[src/include/hbl_pkg.sv]
// Constants and types shared by the fault, lock and diagnostic register bank.
package hbl_pkg;

  // Register addresses on the serial link.
  localparam logic [4:0] HBL_ADDR_LOCK_DRIVE = 5'h04;
  localparam logic [4:0] HBL_ADDR_DIAG_REG   = 5'h05;

  // Field positions in the fault-clear, lock and drive register.
  localparam int HBL_FAULT_CLEAR_BIT = 7;
  localparam int HBL_KEY_MSB         = 6;
  localparam int HBL_KEY_LSB         = 4;
  localparam int HBL_HALF_A_OFF_BIT  = 3;
  localparam int HBL_HALF_B_OFF_BIT  = 2;
  localparam int HBL_SW_INPUT_A_BIT  = 1;
  localparam int HBL_SW_INPUT_B_BIT  = 0;

  // Field positions in the diagnostic and regulation register.
  localparam int HBL_RESERVED_BIT    = 7;
  localparam int HBL_OL_RUN_BIT      = 6;
  localparam int HBL_OL_DELAY_BIT    = 5;
  localparam int HBL_OL_ACTIVE_BIT   = 4;
  localparam int HBL_LEVEL_MSB       = 3;
  localparam int HBL_LEVEL_LSB       = 2;
  localparam int HBL_REG_DIS_MSB     = 1;
  localparam int HBL_REG_DIS_LSB     = 0;

  // Values after reset, key patterns and the drive mode in which the half-bridge off bits act.
  localparam logic [2:0] HBL_KEY_LOCK      = 3'h3;
  localparam logic [2:0] HBL_KEY_UNLOCK    = 3'h4;
  localparam logic [2:0] HBL_KEY_RESET     = 3'h4;
  localparam logic [1:0] HBL_LEVEL_RESET   = 2'h2;
  localparam logic [1:0] HBL_REG_DIS_RESET = 2'h0;
  localparam logic [1:0] HBL_MODE_INDEP    = 2'h2;

  // Serial frame layout: bit 14 read flag, bits 13..9 address, bits 7..0 data.
  localparam int HBL_FRAME_BITS = 16;
  localparam int HBL_READ_BIT   = 14;
  localparam int HBL_ADDR_MSB   = 13;
  localparam int HBL_ADDR_LSB   = 9;
  localparam int HBL_HEAD_BITS  = 8;

  // Open-load diagnostic delays.
  localparam int  HBL_CLK_PERIOD_NS   = 10;
  localparam int  HBL_OL_SHORT_US     = 300;
  localparam real HBL_OL_LONG_MS      = 1.2;
  localparam int  HBL_OL_SHORT_CYCLES = (HBL_OL_SHORT_US * 1000) / HBL_CLK_PERIOD_NS;
  localparam int  HBL_OL_LONG_CYCLES  = int'(HBL_OL_LONG_MS * 1000000.0) / HBL_CLK_PERIOD_NS;
  localparam int  HBL_OL_CNT_W        = 17;

  typedef enum logic [1:0] {
    HBL_OL_IDLE = 2'b00,
    HBL_OL_WAIT = 2'b01,
    HBL_OL_DONE = 2'b10
  } hbl_ol_state_t;

endpackage

[src/include/hbl_reg_if.sv]
// Register access carrier between the serial link and the register bank.
`timescale 1ns/100ps
interface hbl_reg_if;
  logic       wr_stb;
  logic [4:0] addr;
  logic [7:0] wdata;
  logic [7:0] rdata;

  modport link (output wr_stb, output addr, output wdata, input rdata);
  modport regs (input wr_stb, input addr, input wdata, output rdata);
endinterface

[src/hw/hbl_spi_link.sv]
// Serial peripheral slave that turns 16-bit frames into register accesses.
`timescale 1ns/100ps
module hbl_spi_link
  import hbl_pkg::*;
(
  // Clock and reset
  input  wire logic i_ref_clk,
  input  wire logic i_resetn,
  // Serial pins
  input  wire logic i_spi_sclk,
  input  wire logic i_spi_cs_n,
  input  wire logic i_spi_sdi,
  output logic      o_spi_sdo,
  output logic      o_spi_sdo_oe_n,
  // Register side
  hbl_reg_if.link   bus
);

  logic        sclk_meta;
  logic [1:0]  sclk_sync;
  logic        cs_meta;
  logic [1:0]  cs_sync;
  logic [15:0] rx_shift;
  logic [15:0] tx_shift;
  logic [4:0]  bit_cnt;
  logic        sclk_rise;
  logic        sclk_fall;
  logic        cs_end;

  // The first stage of each synchroniser feeds only the second.
  always_ff @(posedge i_ref_clk or negedge i_resetn) begin
    if (!i_resetn) begin
      sclk_meta <= 1'b0;
      sclk_sync <= 2'h0;
      cs_meta   <= 1'b1;
      cs_sync   <= 2'h3;
    end else begin
      sclk_meta <= i_spi_sclk;
      sclk_sync <= {sclk_sync[0], sclk_meta};
      cs_meta   <= i_spi_cs_n;
      cs_sync   <= {cs_sync[0], cs_meta};
    end
  end

  // Data is sampled from its own pair so it lines up with the clock edge seen here.
  logic sdi_meta;
  logic sdi_sync;
  always_ff @(posedge i_ref_clk or negedge i_resetn) begin
    if (!i_resetn) begin
      sdi_meta <= 1'b0;
      sdi_sync <= 1'b0;
    end else begin
      sdi_meta <= i_spi_sdi;
      sdi_sync <= sdi_meta;
    end
  end

  assign sclk_rise = sclk_sync[0] & ~sclk_sync[1] & ~cs_sync[0];
  assign sclk_fall = ~sclk_sync[0] & sclk_sync[1] & ~cs_sync[0];
  assign cs_end    = cs_sync[0] & ~cs_sync[1];

  always_ff @(posedge i_ref_clk or negedge i_resetn) begin
    if (!i_resetn) begin
      rx_shift <= 16'h0000;
      bit_cnt  <= 5'h00;
    end else if (cs_sync[0]) begin
      bit_cnt <= 5'h00;
    end else if (sclk_rise) begin
      rx_shift <= {rx_shift[14:0], sdi_sync};
      // Counting one past a full frame marks an overlong frame so it is never committed.
      if (bit_cnt != 5'(HBL_FRAME_BITS + 1)) begin
        bit_cnt <= bit_cnt + 5'h01;
      end
    end
  end

  // Address is held from the header so the bank can prepare read data early.
  always_ff @(posedge i_ref_clk or negedge i_resetn) begin
    if (!i_resetn) begin
      bus.addr   <= 5'h00;
      bus.wdata  <= 8'h00;
      bus.wr_stb <= 1'b0;
    end else begin
      bus.wr_stb <= 1'b0;
      if (sclk_rise && bit_cnt == 5'(HBL_HEAD_BITS - 1)) begin
        bus.addr <= rx_shift[4:0];
      end
      if (cs_end && bit_cnt == 5'(HBL_FRAME_BITS) && !rx_shift[HBL_READ_BIT]) begin
        bus.addr   <= rx_shift[HBL_ADDR_MSB:HBL_ADDR_LSB];
        bus.wdata  <= rx_shift[7:0];
        bus.wr_stb <= 1'b1;
      end
    end
  end

  // Output shifts on the falling edge; the data byte is loaded after the header.
  always_ff @(posedge i_ref_clk or negedge i_resetn) begin
    if (!i_resetn) begin
      tx_shift       <= 16'h0000;
      o_spi_sdo      <= 1'b0;
      o_spi_sdo_oe_n <= 1'b1;
    end else begin
      o_spi_sdo_oe_n <= cs_sync[0];
      if (cs_sync[0]) begin
        tx_shift  <= 16'h0000;
        o_spi_sdo <= 1'b0;
      end else if (sclk_fall) begin
        if (bit_cnt == 5'(HBL_HEAD_BITS)) begin
          o_spi_sdo <= bus.rdata[7];
          tx_shift  <= {bus.rdata[6:0], 9'h000};
        end else begin
          o_spi_sdo <= tx_shift[15];
          tx_shift  <= {tx_shift[14:0], 1'b0};
        end
      end
    end
  end

endmodule // hbl_spi_link

[src/hw/hbl_fault_lock_regs.sv]
// Upper control registers: fault clear, lock key, drive override, open-load and regulation.
`timescale 1ns/100ps
module hbl_fault_lock_regs
  import hbl_pkg::*;
#(
  parameter int OL_SHORT_CYCLES = HBL_OL_SHORT_CYCLES,
  parameter int OL_LONG_CYCLES  = HBL_OL_LONG_CYCLES
) (
  // Clock and reset
  input  wire logic       i_ref_clk,
  input  wire logic       i_resetn,
  // Serial pins
  input  wire logic       i_spi_sclk,
  input  wire logic       i_spi_cs_n,
  input  wire logic       i_spi_sdi,
  output logic            o_spi_sdo,
  output logic            o_spi_sdo_oe_n,
  // From the first control register and device state
  input  wire logic [1:0] i_drive_mode,
  input  wire logic       i_drive_source_sel,
  input  wire logic       i_standby,
  // External drive pins
  input  wire logic       i_pin_input_a,
  input  wire logic       i_pin_input_b,
  // Fault and lock control
  output logic            o_fault_clear,
  output logic            o_settings_locked,
  // Power stage control
  output logic            o_half_bridge_a_hiz,
  output logic            o_half_bridge_b_hiz,
  output logic            o_drive_a,
  output logic            o_drive_b,
  // Diagnostics and regulation
  output logic            o_openload_busy,
  output logic            o_openload_sample,
  output logic            o_openload_active_en,
  output logic [1:0]      o_current_level,
  output logic            o_regulation_off_a,
  output logic            o_regulation_off_b
);

  hbl_reg_if bus ();

  hbl_spi_link u_link (
    .i_ref_clk      (i_ref_clk),
    .i_resetn       (i_resetn),
    .i_spi_sclk     (i_spi_sclk),
    .i_spi_cs_n     (i_spi_cs_n),
    .i_spi_sdi      (i_spi_sdi),
    .o_spi_sdo      (o_spi_sdo),
    .o_spi_sdo_oe_n (o_spi_sdo_oe_n),
    .bus            (bus.link)
  );

  // Stored fields.
  logic                    fault_clear_cmd;
  logic [2:0]              lock_key;
  logic                    locked;
  logic                    half_bridge_a_off;
  logic                    half_bridge_b_off;
  logic                    sw_drive_input_a;
  logic                    sw_drive_input_b;
  logic                    reserved_bit;
  logic                    standby_openload_run;
  logic                    openload_delay_sel;
  logic                    active_openload_enable;
  logic [1:0]              regulation_current_level;
  logic [1:0]              regulation_disable_sel;
  logic                    pin_a_meta;
  logic                    pin_a_sync;
  logic                    pin_b_meta;
  logic                    pin_b_sync;
  hbl_ol_state_t           ol_state;
  hbl_ol_state_t           next_ol_state;
  logic [HBL_OL_CNT_W-1:0] ol_count;
  logic                    wr_lock_reg;
  logic                    wr_diag_reg;
  logic                    ol_start;

  function automatic logic [HBL_OL_CNT_W-1:0] ol_limit(input logic long_sel);
    ol_limit = long_sel ? HBL_OL_CNT_W'(OL_LONG_CYCLES - 1) : HBL_OL_CNT_W'(OL_SHORT_CYCLES - 1);
  endfunction

  assign wr_lock_reg = bus.wr_stb && bus.addr == HBL_ADDR_LOCK_DRIVE;
  assign wr_diag_reg = bus.wr_stb && bus.addr == HBL_ADDR_DIAG_REG;
  assign ol_start    = wr_diag_reg && !locked && bus.wdata[HBL_OL_RUN_BIT] && i_standby;

  // Drive pins come from outside the clock domain.
  always_ff @(posedge i_ref_clk or negedge i_resetn) begin
    if (!i_resetn) begin
      pin_a_meta <= 1'b0;
      pin_a_sync <= 1'b0;
      pin_b_meta <= 1'b0;
      pin_b_sync <= 1'b0;
    end else begin
      pin_a_meta <= i_pin_input_a;
      pin_a_sync <= pin_a_meta;
      pin_b_meta <= i_pin_input_b;
      pin_b_sync <= pin_b_meta;
    end
  end

  // Fault clear reads back as one only for the cycle of its pulse.
  always_ff @(posedge i_ref_clk or negedge i_resetn) begin
    if (!i_resetn) begin
      fault_clear_cmd <= 1'b0;
    end else begin
      fault_clear_cmd <= wr_lock_reg && bus.wdata[HBL_FAULT_CLEAR_BIT];
    end
  end

  always_ff @(posedge i_ref_clk or negedge i_resetn) begin
    if (!i_resetn) begin
      o_fault_clear <= 1'b0;
    end else begin
      o_fault_clear <= wr_lock_reg && bus.wdata[HBL_FAULT_CLEAR_BIT];
    end
  end

  // Key field is always writable; only the two patterns change the lock state.
  always_ff @(posedge i_ref_clk or negedge i_resetn) begin
    if (!i_resetn) begin
      lock_key <= HBL_KEY_RESET;
      locked   <= 1'b0;
    end else if (wr_lock_reg) begin
      lock_key <= bus.wdata[HBL_KEY_MSB:HBL_KEY_LSB];
      if (bus.wdata[HBL_KEY_MSB:HBL_KEY_LSB] == HBL_KEY_LOCK) begin
        locked <= 1'b1;
      end else if (bus.wdata[HBL_KEY_MSB:HBL_KEY_LSB] == HBL_KEY_UNLOCK) begin
        locked <= 1'b0;
      end
    end
  end

  always_ff @(posedge i_ref_clk or negedge i_resetn) begin
    if (!i_resetn) begin
      o_settings_locked <= 1'b0;
    end else begin
      o_settings_locked <= locked;
    end
  end

  // Protected drive bits keep their value while locked.
  always_ff @(posedge i_ref_clk or negedge i_resetn) begin
    if (!i_resetn) begin
      half_bridge_a_off <= 1'b0;
      half_bridge_b_off <= 1'b0;
      sw_drive_input_a  <= 1'b0;
      sw_drive_input_b  <= 1'b0;
    end else if (wr_lock_reg && !locked) begin
      half_bridge_a_off <= bus.wdata[HBL_HALF_A_OFF_BIT];
      half_bridge_b_off <= bus.wdata[HBL_HALF_B_OFF_BIT];
      sw_drive_input_a  <= bus.wdata[HBL_SW_INPUT_A_BIT];
      sw_drive_input_b  <= bus.wdata[HBL_SW_INPUT_B_BIT];
    end
  end

  // Diagnostic and regulation settings, protected the same way.
  always_ff @(posedge i_ref_clk or negedge i_resetn) begin
    if (!i_resetn) begin
      reserved_bit             <= 1'b0;
      openload_delay_sel       <= 1'b0;
      active_openload_enable   <= 1'b0;
      regulation_current_level <= HBL_LEVEL_RESET;
      regulation_disable_sel   <= HBL_REG_DIS_RESET;
    end else if (wr_diag_reg && !locked) begin
      reserved_bit             <= bus.wdata[HBL_RESERVED_BIT];
      openload_delay_sel       <= bus.wdata[HBL_OL_DELAY_BIT];
      active_openload_enable   <= bus.wdata[HBL_OL_ACTIVE_BIT];
      regulation_current_level <= bus.wdata[HBL_LEVEL_MSB:HBL_LEVEL_LSB];
      regulation_disable_sel   <= bus.wdata[HBL_REG_DIS_MSB:HBL_REG_DIS_LSB];
    end
  end

  // Open-load sequencer. A start in the finishing cycle wins and restarts the test.
  always_comb begin
    next_ol_state = ol_state;
    case (ol_state)
      HBL_OL_IDLE: begin
        if (ol_start) begin
          next_ol_state = HBL_OL_WAIT;
        end
      end
      HBL_OL_WAIT: begin
        if (ol_count == ol_limit(openload_delay_sel)) begin
          next_ol_state = HBL_OL_DONE;
        end
      end
      HBL_OL_DONE: begin
        next_ol_state = ol_start ? HBL_OL_WAIT : HBL_OL_IDLE;
      end
      default: begin
        next_ol_state = HBL_OL_IDLE;
      end
    endcase
  end

  always_ff @(posedge i_ref_clk or negedge i_resetn) begin
    if (!i_resetn) begin
      ol_state <= HBL_OL_IDLE;
    end else begin
      ol_state <= next_ol_state;
    end
  end

  always_ff @(posedge i_ref_clk or negedge i_resetn) begin
    if (!i_resetn) begin
      ol_count <= '0;
    end else if (ol_state == HBL_OL_WAIT && next_ol_state == HBL_OL_WAIT) begin
      ol_count <= ol_count + HBL_OL_CNT_W'(1);
    end else begin
      ol_count <= '0;
    end
  end

  // The run bit mirrors the test in progress so software can poll for completion.
  always_ff @(posedge i_ref_clk or negedge i_resetn) begin
    if (!i_resetn) begin
      standby_openload_run <= 1'b0;
    end else begin
      standby_openload_run <= (next_ol_state == HBL_OL_WAIT);
    end
  end

  always_ff @(posedge i_ref_clk or negedge i_resetn) begin
    if (!i_resetn) begin
      o_openload_busy   <= 1'b0;
      o_openload_sample <= 1'b0;
    end else begin
      o_openload_busy   <= (next_ol_state == HBL_OL_WAIT);
      o_openload_sample <= (next_ol_state == HBL_OL_DONE);
    end
  end

  // Power stage controls. Pins add two cycles of latency against register bits.
  always_ff @(posedge i_ref_clk or negedge i_resetn) begin
    if (!i_resetn) begin
      o_half_bridge_a_hiz <= 1'b0;
      o_half_bridge_b_hiz <= 1'b0;
      o_drive_a           <= 1'b0;
      o_drive_b           <= 1'b0;
    end else begin
      o_half_bridge_a_hiz <= (i_drive_mode == HBL_MODE_INDEP) && half_bridge_a_off;
      o_half_bridge_b_hiz <= (i_drive_mode == HBL_MODE_INDEP) && half_bridge_b_off;
      o_drive_a           <= i_drive_source_sel ? sw_drive_input_a : pin_a_sync;
      o_drive_b           <= i_drive_source_sel ? sw_drive_input_b : pin_b_sync;
    end
  end

  always_ff @(posedge i_ref_clk or negedge i_resetn) begin
    if (!i_resetn) begin
      o_openload_active_en <= 1'b0;
      o_current_level      <= HBL_LEVEL_RESET;
      o_regulation_off_a   <= 1'b0;
      o_regulation_off_b   <= 1'b0;
    end else begin
      o_openload_active_en <= active_openload_enable;
      o_current_level      <= regulation_current_level;
      o_regulation_off_a   <= regulation_disable_sel[0];
      o_regulation_off_b   <= regulation_disable_sel[1];
    end
  end

  // Read data is registered; the link takes it on the next serial falling edge after the address.
  always_ff @(posedge i_ref_clk or negedge i_resetn) begin
    if (!i_resetn) begin
      bus.rdata <= 8'h00;
    end else begin
      case (bus.addr)
        HBL_ADDR_LOCK_DRIVE: begin
          bus.rdata <= {fault_clear_cmd, lock_key, half_bridge_a_off, half_bridge_b_off,
                        sw_drive_input_a, sw_drive_input_b};
        end
        HBL_ADDR_DIAG_REG: begin
          bus.rdata <= {reserved_bit, standby_openload_run, openload_delay_sel, active_openload_enable,
                        regulation_current_level, regulation_disable_sel};
        end
        default: begin
          bus.rdata <= 8'h00;
        end
      endcase
    end
  end

endmodule // hbl_fault_lock_regs

[config.mk]
export PLATFORM = sky130hd
export DESIGN_NAME = hbl_fault_lock_regs
export DESIGN_NICKNAME = d
export VERILOG_FILES = /design/src/include/hbl_pkg.sv /design/src/include/hbl_reg_if.sv /design/src/hw/hbl_spi_link.sv /design/src/hw/hbl_fault_lock_regs.sv
export SDC_FILE = /design/constraint.sdc
export NUM_CORES = 1
export LEC_CHECK = 0
export BUFFER_PORTS_ARGS = -buffer_cell sky130_fd_sc_hd__buf_2
export CAP_MARGIN = 25
export CELL_PAD_IN_SITES_DETAIL_PLACEMENT = 0
export CELL_PAD_IN_SITES_GLOBAL_PLACEMENT = 1
export CORE_MARGIN = 4
export CORE_UTILIZATION = 45
export DETAILED_ROUTE_END_ITERATION = 8
export GPL_ROUTABILITY_DRIVEN = 0
export GPL_TIMING_DRIVEN = 1
export PLACE_DENSITY_LB_ADDON = 0.1
export SYNTH_ARGS = -nofsm -noshare
export SYNTH_HDL_FRONTEND = slang
export SYNTH_HIERARCHICAL = 1
export SYNTH_SLANG_ARGS = --single-unit
[constraint.sdc]
create_clock -name i_ref_clk -period 2.1 [get_ports i_ref_clk]
set_input_delay 0.315 -clock i_ref_clk [delete_from_list [all_inputs] [get_ports i_ref_clk]]
set_output_delay 0.315 -clock i_ref_clk [all_outputs]
set_load 0.01 [all_outputs]
==> impl_summary.md <==
Place
The worst-case setup slack after placement is 0.199 ns. Summed over all nets, the half-perimeter wirelength after detailed placement is 5.58 mm. The number of buffer cells added on primary ports is 25.

GRT
Global routing consumed, on the met3 layer, 5.34% of the routing resources. The maximum number of pins on one net before global-route repair is 51. The global-route wire length before repair is 14.1 mm. The met2 usage is 24.8%. The number of global-route vias before repair is 2,799. After global routing the overflow that remains totals 0. The routing layer with the top usage in global route is met2.

For this run, the total global-route usage over all layers was measured as 15.7%. The initial antenna violation count came to 0. The global routing usage on met1 is 21.0%.

Yosys
The cell type contributing the most total cell area after synthesis is sky130_fd_sc_hd__dfrtp_1. Among all flip-flop cells after synthesis, the most frequent one is sky130_fd_sc_hd__dfrtp_1. By area the synthesized netlist is led by sky130_fd_sc_hd__dfrtp_1 57%, sky130_fd_sc_hd__mux2_2 5.0%, sky130_fd_sc_hd__nand2_1 4.4%. The mean cell area of the mapped netlist is 12.4 um2. After synthesis the cells add up to 4480 um2. The count of unique library cells instantiated by Yosys is 51.

The share of synthesized registers carrying an async set or reset is 100%. Counting flops with a built-in enable in the synthesized netlist gives 0. Yosys instantiated no cell more often than sky130_fd_sc_hd__dfrtp_1. The warning count from the yosys run is 6.

The post-synthesis sequential area ratio is 61.0%. Summed over its instances, the top area cell type makes up 57.5% of the synthesized netlist area. The post-synthesis net count is 377. Synthesis inferred 109 register bits. The cell count after synthesis came out at 362. Counting instances in the post-synthesis netlist gives the leading cell types as 103 x sky130_fd_sc_hd__dfrtp_1, 53 x sky130_fd_sc_hd__nand2_1, 20 x sky130_fd_sc_hd__mux2_2, 14 x sky130_fd_sc_hd__o21ai_0, 13 x sky130_fd_sc_hd__nor2_1.

Pwr
Net switching is 23.0% of the power. For this design the static power due to leakage is 2.36 nW. Across the VDD grid, the largest voltage drop is 392 uV. The share of total power dissipated in the clock network is 33.3%. In this run the power spent charging and discharging nets is 0.000809 W. Per report_power, the combinational group accounts for 3.8% of the total. The power density over the cells is 709 nW/um2.

The internal power of the cells totals 0.00270 W. Registers are responsible for 62.9% of the overall power.

STA
Adding up every negative setup slack in the final design gives 0 ns. The worst path uses 92.0% of the clock period. In this run the tightest slew margin relative to its limit is 47.7%. The number of setup violations in the final report is 0.

After layout, the minimum clock period comes to 1.93 ns. The count of final hold-check violations is 0. Once routing completed, OpenROAD measured the worst setup slack at 0.169 ns. The actual slew at the worst max-slew pin is 0.782 ns. The worst-case hold slack is 0.0373 ns.

The worst clock skew on the final layout is 0.0114 ns. The timing-limited maximum frequency is 0.518 GHz. The max-slew violation count is 0. Setup repair after global routing left no endpoint under its margin.

Detailed routing
The count of nets left with antenna violations once routing finished came out at 0. The via-per-instance ratio is 5.14. The number of detailed-route iterations in the first pass is 4. The number of DRC violations after detailed routing is 0. The total wirelength of the detailed-routed design is 8.07 mm. For this block, the via count after detailed routing is 2,730. The starting DRC count in detailed routing is 164. The mean routed wirelength per cell is 15.2 um.

Clock tree
At the later pin of the worst-skew pair, clock insertion delay measures 0.37 ns. The clock passes through at most 2 buffers. CTS saw 109 sinks. The CTS tree is done. The maximum level of the CTS H-tree is 3.

After clock tree synthesis, the clock-pin slew on the worst setup and hold paths is 0.09 ns. The library cell used as clock root buffer is sky130_fd_sc_hd__clkbuf_8. The number of buffers created by CTS is 9.

Finish
The layout net count is 408. In the final layout, the share of cells above drive strength 1 is 21.9%. Measured on the finished design, the core utilization comes to 50.9%. The repair_antennas step left the layout with diodes totalling 0. From synthesis to final layout, the design area changed by 10.5%.

Job
The max-cap check violation count is 0.

Critical path
Of all nets on the critical path, the largest fanout is 14. The source of the worst register-to-register timing path is u_link/bit_cnt[3]. Data arrives at the worst endpoint at 2.19 ns. For the worst flop-to-flop path, the logic depth is 3. STA classifies the critical path startpoint as a flip-flop.

STA classifies the critical path endpoint as a flip-flop. The worst register-to-register path ends at u_link/bus.wdata[4]. The timing startpoint of the critical path is u_link/bit_cnt[3]. The slack of the worst reg-to-reg path is 0.17 ns. Data on the critical path is required at its endpoint by 2.36 ns.

The worst setup path is of the reg -> reg kind.

Worst hold path
The hold path startpoint is i_spi_cs_n. The tightest min-delay check is of the in -> reg type. The end point of the most critical hold path is u_link/cs_meta. The number of stages on the worst hold path is 1.

Floorplan
The floorplan has 36 rows. The floorplan step defined a die boundary enclosing 11,600 um2. The effective utilization at floorplan is 46.1%. The floorplan step defined a core boundary enclosing 9730 um2. The number of I/O pins is 26. The die extent in x is 108 um. From bottom edge to top edge, the die measures 108 um.

Status
The run finished with clean final reports.
## flip-flops by register name, indices dropped and copies added, names as in the netlist, 3 cells and up
signal and flops:
u_link/rx_shift 15, u_link/bit_cnt 5, ol_count 17, lock_key 3
u_link/bus.addr 5, bus.rdata 8, u_link/tx_shift 7, u_link/bus.wdata 8
## per-stage QoR
step / cell area [um2] / cells / power, W
2_1_floorplan: 4480 / 362 / 0.00229
3_3_place_gp: 4750 / 513 / 0.00238
3_5_place_dp: 4770 / 514 / 0.00239
4_1_cts: 4960 / 531 / 0.00358
5_1_grt: 4960 / 531 / 0.00370
6_report: 4960 / 531 / 0.00351
## power groups by stage
| stage | Combinational [W] | Clock [W] | Sequential (W) |
|---|---|---|---|
| floorplan | 0.0000594 | 0 | 0.00223 |
| global placement | 0.000133 | 0 | 0.00225 |
| detailed placement | 0.000138 | 0 | 0.00225 |
| CTS | 0.000140 | 0.00123 | 0.00221 |
| global route | 0.000161 | 0.00132 | 0.00222 |
| finish | 0.000134 | 0.00117 | 0.00221 |
## what timing repair did
| action | CTS | global route |
|---|---|---|
| hold buffers | 1 | 0 |
| resized for setup | 0 | 0 |
| setup buffers | 0 | 0 |
| endpoints found under the hold margin | 24 | 0 |
## layout by cell type, fill, tap and decap left out, types with 3 or more instances in the layout
master                        n
sky130_fd_sc_hd__dfrtp_1    103
sky130_fd_sc_hd__nand2_1     53
sky130_fd_sc_hd__buf_2       24
sky130_fd_sc_hd__mux2_2      20
sky130_fd_sc_hd__o21ai_0     14
sky130_fd_sc_hd__nor2_1      13
sky130_fd_sc_hd__a21oi_1     11
sky130_fd_sc_hd__nand3_1     11
sky130_fd_sc_hd__clkbuf_8    11
sky130_fd_sc_hd__xor2_1       9
sky130_fd_sc_hd__a22o_1       8
sky130_fd_sc_hd__mux2i_1      8
sky130_fd_sc_hd__o2bb2ai_1    8
sky130_fd_sc_hd__nor3_1       7
sky130_fd_sc_hd__inv_1        6
sky130_fd_sc_hd__buf_4        6
sky130_fd_sc_hd__dfstp_2      6
sky130_fd_sc_hd__and3_1       5
sky130_fd_sc_hd__nand4_1      5
sky130_fd_sc_hd__or3_1        5
sky130_fd_sc_hd__a31oi_1      5
sky130_fd_sc_hd__and2_1       4
sky130_fd_sc_hd__nand3b_1     4
sky130_fd_sc_hd__and4bb_2     4
sky130_fd_sc_hd__ha_1         4
sky130_fd_sc_hd__mux2_4       4
sky130_fd_sc_hd__o31ai_1      3
sky130_fd_sc_hd__and4_1       3
sky130_fd_sc_hd__clkbuf_1     3
## cell families (layout without fill, tap and decap cells)
family	Yosys count	count (layout)	synth area share [%]
AOI/OAI and AO/OA	52	52	7.95
xor gates and xnor gates	11	11	2.15
adders and majority gates	4	4	1.12
buffers and inverters	19	55	2.43
DFF	109	109	61.0
muxes	32	32	8.15
and+or+nand+nor	135	135	17.2
## routing by layer
metal	vias to the layer above	share of wire, %
li1	1343	-
met4	0	0.78
met3	5	3.8
met5	-	0
met2	38	49
met1	1344	46
## worst max-delay path by stage
| stage | slack [ns] | cells past startpoint | endpoint |
|---|---|---|---|
| 6_report | 0.17 | 3 | u_link/bus.wdata[4] |
| 5_1_grt | 0.05 | 5 | u_link/bus.wdata[3] |
| 4_1_cts | 0.18 | 3 | u_link/bus.wdata[4] |
| 3_5_place_dp | 0.20 | 3 | u_link/bus.wdata[6] |
| 3_3_place_gp | 0.23 | 3 | u_link/bus.wdata[5] |
| 2_1_floorplan | 0.18 | 6 | u_link/bus.wdata[4] |
## final cells by class
type / count / area [um2]
fill: 897 / 4770
sequential: 109 / 2740
clock inverter: 2 / 17.5
multi-input combinational: 234 / 1650
inverter: 6 / 22.5
tap: 133 / 166
timing repair buffer: 33 / 206
clock buffer: 14 / 163
## worst max-delay path, stage by stage, from the launching register on
cell and delay (ns):
sky130_fd_sc_hd__dfrtp_1 0.47, sky130_fd_sc_hd__or3b_1 0.49, sky130_fd_sc_hd__or2_1 0.48, sky130_fd_sc_hd__mux2_4 0.38
(Power assumes the default switching activity.)
